--- config.mk ---
export PLATFORM = sky130hd
export DESIGN_NAME = sfp_protect
export DESIGN_NICKNAME = d
export VERILOG_FILES = /design/src/hdl/sfp_pkg.sv /design/src/hdl/sfp_blank_if.sv /design/src/hdl/sfp_blank_timer.sv /design/src/hdl/sfp_protect.sv
export VERILOG_INCLUDE_DIRS = /design/src /design/src/hdl
export SDC_FILE = /design/constraint.sdc
export NUM_CORES = 1
export LEC_CHECK = 0
export BUFFER_PORTS_ARGS = -buffer_cell sky130_fd_sc_hd__buf_4
export CAP_MARGIN = 40
export CORE_UTILIZATION = 52
export CTS_BUF_LIST = sky130_fd_sc_hd__clkbuf_2
export DETAILED_ROUTE_END_ITERATION = 10
export PLACE_DENSITY = 0.87
export SYNTH_ARGS = -nofsm -noshare
export SYNTH_HDL_FRONTEND = slang
export SYNTH_SLANG_ARGS = --single-unit
--- constraint.sdc ---
create_clock -name i_clock -period 2.2 [get_ports i_clock]
set_input_delay 0.11 -clock i_clock [delete_from_list [all_inputs] [get_ports i_clock]]
set_output_delay 0.11 -clock i_clock [all_outputs]
set_load 0.01 [all_outputs]
--- src/hdl/sfp_map.svh ---
// Register offsets, field positions, reset values and timing counts.
`ifndef SFP_MAP_SVH
`define SFP_MAP_SVH

`define SFP_OFF_CTRL        12'h000
`define SFP_OFF_VCE_BLANK   12'h004
`define SFP_OFF_OC_BLANK    12'h008
`define SFP_OFF_FLAGS       12'h00C
`define SFP_OFF_FLAG_CLR    12'h010
`define SFP_OFF_IRQ_EN      12'h014
`define SFP_OFF_LIVE        12'h018

`define SFP_CTRL_VCE_LVL    0
`define SFP_CTRL_VCE_CLAMP  1
`define SFP_CTRL_OC_LVL_LO  2
`define SFP_CTRL_OC_LVL_HI  3
`define SFP_CTRL_REARM      8

`define SFP_FLAG_VCE        0
`define SFP_FLAG_OC         1
`define SFP_FLAG_PERMIT     2

`define SFP_LIVE_VCE_CMP    0
`define SFP_LIVE_OC_CMP     1
`define SFP_LIVE_PERMIT     2
`define SFP_LIVE_DISABLED   3

`define SFP_CTRL_RESET      4'h0
`define SFP_BLANK_RESET     8'h10
`define SFP_IRQ_EN_RESET    3'h0

`define SFP_CLK_PERIOD_NS   4
`define SFP_BLANK_UNIT_NS   100
`define SFP_BLANK_UNIT_CYC  (`SFP_BLANK_UNIT_NS / `SFP_CLK_PERIOD_NS)

`endif

--- src/hdl/sfp_pkg.sv ---
// Types shared by the fault protection modules.
package sfp_pkg;

    typedef logic [7:0] sfp_blank_t;

    typedef enum logic [2:0]
    {
        SFP_REG_CTRL,
        SFP_REG_VCE_BLANK,
        SFP_REG_OC_BLANK,
        SFP_REG_FLAGS,
        SFP_REG_FLAG_CLR,
        SFP_REG_IRQ_EN,
        SFP_REG_LIVE,
        SFP_REG_NONE
    } sfp_reg_e;

endpackage

--- src/hdl/sfp_blank_if.sv ---
// Start, period and busy signals between the top and a blanking timer.
interface sfp_blank_if;
    logic               start;
    sfp_pkg::sfp_blank_t period;
    logic               busy;

    modport owner (output start, output period, input busy);
    modport timer (input start, input period, output busy);
endinterface

--- src/hdl/sfp_blank_timer.sv ---
// Blanking interval timer counted in units of the blanking tick.
`include "sfp_map.svh"

module sfp_blank_timer
(
    input  wire logic i_clock, // System clock.
    input  wire logic i_rst_b, // Asynchronous reset, active low.
    sfp_blank_if.timer bus     // Start, period and busy.
);

    localparam int UNIT = `SFP_BLANK_UNIT_CYC;

    logic [4:0]          pre_q;
    sfp_pkg::sfp_blank_t cnt_q;

    // A start reloads the count and restarts the tick divider.
    always_ff @(posedge i_clock or negedge i_rst_b)
    begin
        if (!i_rst_b)
        begin
            cnt_q <= 8'h00;
            pre_q <= 5'h00;
        end
        else if (bus.start)
        begin
            cnt_q <= bus.period; // see RULE_18
            pre_q <= 5'h00;
        end
        else if (cnt_q != 8'h00)
        begin
            if (pre_q == 5'(UNIT - 1))
            begin
                pre_q <= 5'h00;
                cnt_q <= cnt_q - 8'h01;
            end
            else
            begin
                pre_q <= pre_q + 5'h01;
            end
        end
    end

    assign bus.busy = (cnt_q != 8'h00);

endmodule

--- src/hdl/sfp_protect.sv ---
// Category A switch fault protection with APB registers.
// Summary of operation
// RULE_01: Hold sense pin low during turn-on blanking.
// RULE_02: Saturation above threshold trips safe turn-off.
// RULE_03: Saturation level select writable in configuration only.
// RULE_04: No saturation supervision while output is off.
// RULE_05: Live saturation comparator readable.
// RULE_06: Turn-off hold covers plateau plus blanking.
// RULE_07: Clamp sense pin while off when enabled.
// RULE_08: Ignore overcurrent comparison during its blanking.
// RULE_09: Overcurrent above threshold trips safe turn-off.
// RULE_10: No overcurrent supervision while output is off.
// RULE_11: Overcurrent status masked during blanking.
// RULE_12: Overcurrent threshold chosen by level field.
// RULE_13: Open current sense input counts as fault.
// RULE_14: Both supervisions run independently together.
// RULE_15: Permit loss trips regular turn-off.
// RULE_16: Live external permit validity readable.
// RULE_17: Stay disabled until software reactivates.
// RULE_18: Blanking counters reload at every turn-on.
//
// Added by the designer: the placing of the registers and the APB slave port.
`include "sfp_map.svh"

module sfp_protect
(
    input  wire logic        i_clock,          // 250 MHz clock.
    input  wire logic        i_rst_b,          // Async reset, low.
    input  wire logic        i_psel,           // APB select.
    input  wire logic        i_penable,        // APB enable.
    input  wire logic        i_pwrite,         // APB write.
    input  wire logic [11:0] i_paddr,          // APB byte address.
    input  wire logic [31:0] i_pwdata,         // APB write data.
    output logic      [31:0] o_prdata,         // APB read data.
    output logic             o_pready,         // APB ready.
    output logic             o_pslverr,        // APB error.
    input  wire logic        i_pwm_on,         // PWM on command.
    input  wire logic        i_two_level_turnoff, // Plateau active.
    input  wire logic        i_hard_off_start, // Hard turn-off pulse.
    input  wire logic        i_config_op_state, // Configuration state.
    input  wire logic        i_vce_cmp,        // Saturation comparator.
    input  wire logic        i_oc_cmp,         // Overcurrent comparator.
    input  wire logic        i_ext_permit,     // External permit pin.
    output logic             o_vce_sense_clamp, // Pull sense pin low.
    output logic             o_vce_level_select, // Saturation level.
    output logic       [1:0] o_oc_level_select, // Overcurrent level.
    output logic             o_safe_off_req,   // Safe turn-off pulse.
    output logic             o_regular_off_req, // Regular off pulse.
    output logic             o_fault_a_out_b,  // Fault output, low.
    output logic             o_disabled,       // Driver disabled.
    output logic             o_irq             // Interrupt, high.
);

    sfp_blank_if vce_on_if ();
    sfp_blank_if vce_off_if ();
    sfp_blank_if oc_on_if ();

    logic [1:0]          vce_sync_q;
    logic [1:0]          oc_sync_q;
    logic [1:0]          permit_sync_q;
    logic                permit_prev_q;
    logic                pwm_prev_q;
    logic [3:0]          ctrl_q;
    sfp_pkg::sfp_blank_t vce_blank_q;
    sfp_pkg::sfp_blank_t oc_blank_q;
    logic [2:0]          flags_q;
    logic [2:0]          irq_en_q;
    logic                disabled_q;
    logic                turn_on;
    logic                vce_blanking;
    logic                oc_blanking;
    logic                vce_hold_d;
    logic                vce_fault;
    logic                oc_fault;
    logic                permit_loss;
    logic [2:0]          events;
    logic                wr_en;
    logic                rd_en;
    logic                rearm;
    sfp_pkg::sfp_reg_e   sel;
    logic [31:0]         rd_d;

    function automatic sfp_pkg::sfp_reg_e decode(input logic [11:0] a);
        unique case (a)
            `SFP_OFF_CTRL:      decode = sfp_pkg::SFP_REG_CTRL;
            `SFP_OFF_VCE_BLANK: decode = sfp_pkg::SFP_REG_VCE_BLANK;
            `SFP_OFF_OC_BLANK:  decode = sfp_pkg::SFP_REG_OC_BLANK;
            `SFP_OFF_FLAGS:     decode = sfp_pkg::SFP_REG_FLAGS;
            `SFP_OFF_FLAG_CLR:  decode = sfp_pkg::SFP_REG_FLAG_CLR;
            `SFP_OFF_IRQ_EN:    decode = sfp_pkg::SFP_REG_IRQ_EN;
            `SFP_OFF_LIVE:      decode = sfp_pkg::SFP_REG_LIVE;
            default:            decode = sfp_pkg::SFP_REG_NONE;
        endcase
    endfunction

    // Pin comparator outputs and the permit pin are synchronised.
    always_ff @(posedge i_clock or negedge i_rst_b)
    begin
        if (!i_rst_b)
        begin
            vce_sync_q    <= 2'h0;
            oc_sync_q     <= 2'h3;
            permit_sync_q <= 2'h0;
        end
        else
        begin
            vce_sync_q    <= {vce_sync_q[0], i_vce_cmp};
            oc_sync_q     <= {oc_sync_q[0], i_oc_cmp};
            permit_sync_q <= {permit_sync_q[0], i_ext_permit};
        end
    end

    always_ff @(posedge i_clock or negedge i_rst_b)
    begin
        if (!i_rst_b)
        begin
            pwm_prev_q    <= 1'b0;
            permit_prev_q <= 1'b0;
        end
        else
        begin
            pwm_prev_q    <= i_pwm_on;
            permit_prev_q <= permit_sync_q[1];
        end
    end

    assign turn_on = i_pwm_on & ~pwm_prev_q;

    // Each turn-on restarts both turn-on blanking timers, not the hard-off one.
    assign vce_on_if.start   = turn_on; // see RULE_18
    assign vce_on_if.period  = vce_blank_q;
    assign oc_on_if.start    = turn_on; // see RULE_18
    assign oc_on_if.period   = oc_blank_q;
    assign vce_off_if.start  = i_hard_off_start; // see RULE_06
    assign vce_off_if.period = vce_blank_q;

    sfp_blank_timer u_vce_on
    (
        .i_clock (i_clock),
        .i_rst_b (i_rst_b),
        .bus     (vce_on_if.timer)
    );

    sfp_blank_timer u_vce_off
    (
        .i_clock (i_clock),
        .i_rst_b (i_rst_b),
        .bus     (vce_off_if.timer)
    );

    sfp_blank_timer u_oc_on
    (
        .i_clock (i_clock),
        .i_rst_b (i_rst_b),
        .bus     (oc_on_if.timer)
    );

    assign vce_blanking = turn_on | vce_on_if.busy; // see RULE_01
    assign oc_blanking  = turn_on | oc_on_if.busy;  // see RULE_08

    // The sense pin is held low while blanking, on the plateau, during
    // the post hard-off extension, and while off with clamping enabled.
    always_comb
    begin
        vce_hold_d = vce_blanking; // see RULE_01
        if (i_two_level_turnoff | vce_off_if.start | vce_off_if.busy)
        begin
            vce_hold_d = 1'b1; // see RULE_06
        end
        if (!i_pwm_on && ctrl_q[`SFP_CTRL_VCE_CLAMP])
        begin
            vce_hold_d = 1'b1; // see RULE_07
        end
    end

    // Comparison runs only with PWM on and the pin released.
    assign vce_fault = i_pwm_on & ~vce_hold_d & ~o_vce_sense_clamp &
                       vce_sync_q[1]; // see RULE_02 RULE_04 RULE_14
    // An open current pin is pulled high and so reads as a fault.
    assign oc_fault  = i_pwm_on & ~oc_blanking &
                       oc_sync_q[1]; // see RULE_09 RULE_10 RULE_13 RULE_14
    assign permit_loss = permit_prev_q & ~permit_sync_q[1]; // see RULE_15

    always_comb
    begin
        events = 3'h0;
        events[`SFP_FLAG_VCE]    = vce_fault;
        events[`SFP_FLAG_OC]     = oc_fault;
        events[`SFP_FLAG_PERMIT] = permit_loss;
    end

    assign sel   = decode(i_paddr);
    assign rd_en = i_psel & i_penable & o_pready & ~i_pwrite;
    assign wr_en = i_psel & i_penable & o_pready & i_pwrite;
    assign rearm = wr_en & (sel == sfp_pkg::SFP_REG_CTRL) &
                   i_pwdata[`SFP_CTRL_REARM];

    // Control register; level selects change only in configuration.
    always_ff @(posedge i_clock or negedge i_rst_b)
    begin
        if (!i_rst_b)
        begin
            ctrl_q <= `SFP_CTRL_RESET;
        end
        else if (wr_en && sel == sfp_pkg::SFP_REG_CTRL)
        begin
            ctrl_q[`SFP_CTRL_VCE_CLAMP] <= i_pwdata[`SFP_CTRL_VCE_CLAMP];
            if (i_config_op_state)
            begin
                ctrl_q[`SFP_CTRL_VCE_LVL] <=
                    (i_pwdata[`SFP_CTRL_VCE_LVL] == 1'b1); // see RULE_03
                ctrl_q[`SFP_CTRL_OC_LVL_HI:`SFP_CTRL_OC_LVL_LO] <=
                    i_pwdata[`SFP_CTRL_OC_LVL_HI:`SFP_CTRL_OC_LVL_LO];
            end
        end
    end

    always_ff @(posedge i_clock or negedge i_rst_b)
    begin
        if (!i_rst_b)
        begin
            vce_blank_q <= `SFP_BLANK_RESET;
            oc_blank_q  <= `SFP_BLANK_RESET;
            irq_en_q    <= `SFP_IRQ_EN_RESET;
        end
        else if (wr_en)
        begin
            if (sel == sfp_pkg::SFP_REG_VCE_BLANK)
            begin
                vce_blank_q <= i_pwdata[7:0];
            end
            if (sel == sfp_pkg::SFP_REG_OC_BLANK)
            begin
                oc_blank_q <= i_pwdata[7:0];
            end
            if (sel == sfp_pkg::SFP_REG_IRQ_EN)
            begin
                irq_en_q <= i_pwdata[2:0];
            end
        end
    end

    // Sticky fault flags; a new event wins over a clear.
    always_ff @(posedge i_clock or negedge i_rst_b)
    begin
        if (!i_rst_b)
        begin
            flags_q <= 3'h0;
        end
        else
        begin
            if (wr_en && sel == sfp_pkg::SFP_REG_FLAG_CLR)
            begin
                flags_q <= (flags_q & ~i_pwdata[2:0]) | events;
            end
            else
            begin
                flags_q <= flags_q | events; // see RULE_02 RULE_09 RULE_15
            end
        end
    end

    // The driver stays disabled until software writes the rearm bit.
    always_ff @(posedge i_clock or negedge i_rst_b)
    begin
        if (!i_rst_b)
        begin
            disabled_q <= 1'b0;
        end
        else if (|events)
        begin
            disabled_q <= 1'b1; // see RULE_17
        end
        else if (rearm)
        begin
            disabled_q <= 1'b0; // see RULE_17
        end
    end

    always_ff @(posedge i_clock or negedge i_rst_b)
    begin
        if (!i_rst_b)
        begin
            o_safe_off_req    <= 1'b0;
            o_regular_off_req <= 1'b0;
            o_fault_a_out_b   <= 1'b1;
            o_disabled        <= 1'b0;
            o_irq             <= 1'b0;
        end
        else
        begin
            o_safe_off_req    <= vce_fault | oc_fault; // see RULE_14
            o_regular_off_req <= permit_loss;          // see RULE_15
            o_fault_a_out_b   <= ~((|events) | (disabled_q & ~rearm));
            o_disabled        <= (|events) | (disabled_q & ~rearm);
            o_irq             <= |((flags_q | events) & irq_en_q);
        end
    end

    always_ff @(posedge i_clock or negedge i_rst_b)
    begin
        if (!i_rst_b)
        begin
            o_vce_sense_clamp  <= 1'b1;
            o_vce_level_select <= 1'b0;
            o_oc_level_select  <= 2'h0;
        end
        else
        begin
            o_vce_sense_clamp  <= vce_hold_d; // see RULE_01 RULE_07
            o_vce_level_select <= ctrl_q[`SFP_CTRL_VCE_LVL];
            o_oc_level_select  <=
                ctrl_q[`SFP_CTRL_OC_LVL_HI:`SFP_CTRL_OC_LVL_LO]; // see RULE_12
        end
    end

    always_comb
    begin
        rd_d = 32'h0000_0000;
        unique case (sel)
            sfp_pkg::SFP_REG_CTRL:      rd_d[3:0] = ctrl_q;
            sfp_pkg::SFP_REG_VCE_BLANK: rd_d[7:0] = vce_blank_q;
            sfp_pkg::SFP_REG_OC_BLANK:  rd_d[7:0] = oc_blank_q;
            sfp_pkg::SFP_REG_FLAGS:     rd_d[2:0] = flags_q;
            sfp_pkg::SFP_REG_FLAG_CLR:  rd_d      = 32'h0000_0000;
            sfp_pkg::SFP_REG_IRQ_EN:    rd_d[2:0] = irq_en_q;
            sfp_pkg::SFP_REG_LIVE:
            begin
                rd_d[`SFP_LIVE_VCE_CMP]  = vce_sync_q[1]; // see RULE_05
                rd_d[`SFP_LIVE_OC_CMP]   = oc_sync_q[1] &
                                           ~oc_blanking; // see RULE_11
                rd_d[`SFP_LIVE_PERMIT]   = permit_sync_q[1]; // see RULE_16
                rd_d[`SFP_LIVE_DISABLED] = disabled_q;
            end
            sfp_pkg::SFP_REG_NONE:      rd_d      = 32'h0000_0000;
        endcase
    end

    // Ready is registered from the setup cycle, so it is high in the access cycle and every access has no waits.
    always_ff @(posedge i_clock or negedge i_rst_b)
    begin
        if (!i_rst_b)
        begin
            o_pready  <= 1'b0;
            o_pslverr <= 1'b0;
            o_prdata  <= 32'h0000_0000;
        end
        else
        begin
            o_pready  <= i_psel & ~i_penable;
            o_pslverr <= i_psel & ~i_penable &
                         (sel == sfp_pkg::SFP_REG_NONE);
            if (i_psel && !i_penable && !i_pwrite)
            begin
                o_prdata <= rd_d;
            end
            else if (rd_en)
            begin
                o_prdata <= 32'h0000_0000;
            end
        end
    end

endmodule

==> reports/results.tsv <==
stage	metric	value	unit
clocking	clock sinks	93	
synthesis	synth top area cells	dfrtp_1, mux2_2, o21ai_0	
synthesis	count leader, synth	dfrtp_1	
die	Initial Util	0.542	
placement	Placement Cell Area	5270	sq um
power_and_ir_drop	Peak VDD IR	469	uV
timing	Period minus WS final	2.09	ns
synthesis	dominant synthesized flop cell	dfrtp_1	
global_route	Top Usage Layer GRT	met2	
power_and_ir_drop	Pleak	0.00265	uW
route	DR WL/cell	17.5	microns
global_route	initial antenna violation count	0	
clocking	clk slew on worst S/H paths	0.27	ns
power_and_ir_drop	sequential share of power	0.488	
clocking	CTS Buf Count	9	
placement	detailed-placement wirelength estimate	7840	microns
flow_run	number of max-cap violations	0	
timing	setup violators final	0	
route	vias post-DR	4139	
route	first-iteration detailed-routing DRC count	342	
synthesis	YS warnings	0	
critical_path	required time worst endpoint	2.69	ns
clocking	CTS Buffer Depth	2	
route	WL final	11800	microns
clocking	root cell of the clock tree	clkbuf_2	
power_and_ir_drop	switching power total	1790	uW
worst_hold_path	Worst Hold Class	in2reg	
clocking	H-Tree Depth	3	
finish	Nets	628	
placement	GPL Wtd Cong	0.926	
timing	Worst-Margin Slew	0.703	ns
timing	Max Fclk	479	MHz
clocking	Post-CTS Setup Inserts	0	
power_and_ir_drop	power per cell area	830	nW/um^2
timing	fin crit share	0.949	
critical_path	R2R depth	4	
timing	RSZ-0062 raised after global routing	false	
placement	Placed Cells	631	
worst_hold_path	HP Start	i_paddr[2]	
synthesis	post-synth cell types	56	
finish	Core Util, Final	0.640	
die	Die ar.	9620	sq um
timing	headroom to the max-slew limit	0.527	
finish	count of non-filler cells in the finished layout	674	
critical_path	crit path from	u_oc_on.cnt_q[3]$_DFFE_PN0P_	
timing	setup TNS	0	ns
critical_path	crit start category	flop	
worst_hold_path	hold depth	4	
global_route	gr ovfl total	0	
clocking	worst skew pair latency	0.58	ns
global_route	vias in the first global route	4091	
global_route	GRT Util Overall	0.257	
critical_path	RR Endpoint	u_oc_on.cnt_q[5]$_DFFE_PN0P_	
die	die width	98.1	microns
worst_hold_path	hold worst-path end	o_prdata[2]$_DFFE_PN0P_	
finish	fraction of layout cells with a size suffix above 1	0.217	
die	DIE HEIGHT	98.1	microns
timing	final hold vios	0	
power_and_ir_drop	Clock power frac	0.192	
synthesis	top cell type's share of synthesized area	0.454	
clocking	CTS tree	done	
synthesis	top post-synthesis cells by count	dfrtp_1, o21ai_0, nand2_1	
die	IO Count	99	
global_route	largest net degree at the start of global routing	50	
critical_path	critical path arrival	2.57	ns
route	# DRC	6	
global_route	GR Util met3	0.0594	
critical_path	Critical R2R Launch	u_oc_on.cnt_q[3]$_DFFE_PN0P_	
synthesis	post-synthesis instance area	4800	sq um
run_status	failing checks	design-rule violations	
critical_path	Worst R2R Setup Slack	0.11	ns
die	Core ar.	8850	sq um
synthesis	Yosys reg bits	93	
finish	Layout Area Growth over Synthesis	18.0	%
finish	# diodes	0	
power_and_ir_drop	Sw Share	0.382	
global_route	routing usage on met2	0.439	
synthesis	Async S/R FF share, synth	1.00	
timing	Final Max Slew Viols	0	
synthesis	Post-synth EDFFs	0	
route	Vias/cell	6.14	
synthesis	Yosys top cell by area	dfrtp_1	
synthesis	Seq/Total Area, Yosys	0.487	
finish	Final Instance Area	5660	sq um
die	row count	34	
run_status	outcome	finished with violations	
global_route	GRT met1 Usage	0.316	
synthesis	Avg Cell Area, Syn	10.0	sq um
global_route	first-pass GRT wire length	19600	microns
route	DR pass1 iterations	8	
timing	Final Skew	0.0352	ns
power_and_ir_drop	total power	4700	uW
route	DRT antenna net count	0	
synthesis	Cells after Synth	478	
critical_path	Setup crit end kind	flop	
power_and_ir_drop	Comb power frac	0.319	
critical_path	critical path class	reg2reg	
critical_path	CP Max Fanout	6	
power_and_ir_drop	Pint	2910	uW
placement	PortBufs	51	
==> registers in the layout (all words and copies together) (netlist names), 2 cells and up <==
| register | count |
|---|---|
| ctrl_q | 4 |
| flags_q | 3 |
| irq_en_q | 3 |
| o_oc_level_select | 2 |
| o_prdata | 8 |
| oc_blank_q | 8 |
| oc_sync_q | 2 |
| permit_sync_q | 2 |
| u_oc_on.cnt_q | 8 |
| u_oc_on.pre_q | 5 |
| u_vce_off.cnt_q | 8 |
| u_vce_off.pre_q | 5 |
| u_vce_on.cnt_q | 8 |
| u_vce_on.pre_q | 5 |
| vce_blank_q | 8 |
| vce_sync_q | 2 |
==> final cells by class <==
type / count / area [sq um]
well taps: 108 / 135
flip-flops and latches: 93 / 2330
clock buffers: 9 / 45.0
repair buffers: 92 / 771
multi-input cells: 345 / 2220
inverters: 20 / 75.1
clock inverters: 7 / 81.3
fillers: 650 / 3190
==> worst max-delay path by stage <==
stage / to / cells past startpoint / slack, ns
2_1_floorplan: u_oc_on.pre_q[0]$_DFFE_PN0P_ / 5 / 0.37
3_3_place_gp: u_oc_on.pre_q[2]$_DFFE_PN0P_ / 5 / 0.24
3_5_place_dp: u_oc_on.cnt_q[5]$_DFFE_PN0P_ / 4 / 0.17
4_1_cts: u_oc_on.cnt_q[5]$_DFFE_PN0P_ / 4 / 0.14
5_1_grt: u_oc_on.cnt_q[5]$_DFFE_PN0P_ / 4 / 0.06
6_report: u_oc_on.cnt_q[5]$_DFFE_PN0P_ / 4 / 0.11
==> kinds of logic (layout without fill, tap and decap cells) <==
family                   count (synthesis)  count (layout)  share of synthesized area
multiplexers                            30              30                     0.0722
adder cells (fa/ha/maj)                 11              11                     0.0287
other                                    1              24                   0.000782
buffers and inverters                   63             128                     0.0691
AO/OA/AOI/OAI                          116             116                      0.153
AND/OR/NAND/NOR                        164             164                      0.190
flip-flops                              93              93                      0.487
==> layout by cell type (no fill, tap or decap), drive strengths merged, types with 3 or more instances in the layout <==
master | Yosys | routed
a21o | 7 | 7
inv | 20 | 24
nor3 | 18 | 18
nand2b | 6 | 6
and4b | 4 | 4
dlygate4sd3 | 0 | 27
and3 | 4 | 4
dfrtp | 87 | 87
a21oi | 16 | 16
o31ai | 5 | 5
buf | 26 | 65
o211ai | 3 | 3
o22ai | 3 | 3
mux2 | 27 | 27
nor4 | 7 | 7
nand2 | 38 | 38
dfstp | 6 | 6
nand3b | 5 | 5
a41oi | 3 | 3
conb | 1 | 24
a221o | 3 | 3
or4 | 10 | 10
ha | 11 | 11
clkbuf | 17 | 9
a31oi | 6 | 6
nand3 | 21 | 21
nand4 | 6 | 6
nor2b | 6 | 6
nor2 | 25 | 25
and2 | 4 | 4
o21ai | 45 | 45
a22oi | 14 | 14
==> what timing repair did <==
item | CTS | global route
endpoints found under the setup margin | 0 | 0
hold endpoints to repair | 125 | 0
gates resized for setup | 0 | 0
hold buffers | 27 | 0
==> critical path: stages, from the launching register on <==
cell,delay (ns)
dfrtp_1,0.49
or4_1,0.61
nor4_4,0.44
nor2_1,0.14
a221o_1,0.32
==> layer usage <==
metal  share of wire  up-vias
met5               0        -
met4           0.027        0
met3           0.063       36
met2            0.52      210
met1            0.39     2021
li1                -     1872
==> power by group through the flow <==
stage               Combinational [uW]  Clock (uW)  Sequential, uW
floorplan                         1070           0            2250
global placement                  1340           0            2290
detailed placement                1440           0            2310
CTS                               1480         916            2280
global route                      1700         986            2340
finish                            1500         904            2300
==> through the flow <==
| step | hold slack [ns] | worst slack (ns) |
|---|---|---|
| finish | 0.0157 | 0.113 |
| global route | 0.0183 | 0.0626 |
| CTS | 0.0177 | 0.138 |
| detailed placement | 0.177 | 0.174 |
| global placement | 0.157 | 0.242 |
| floorplan | -0.186 | 0.370 |
Note: power is estimated with default switching activity, not from simulation.
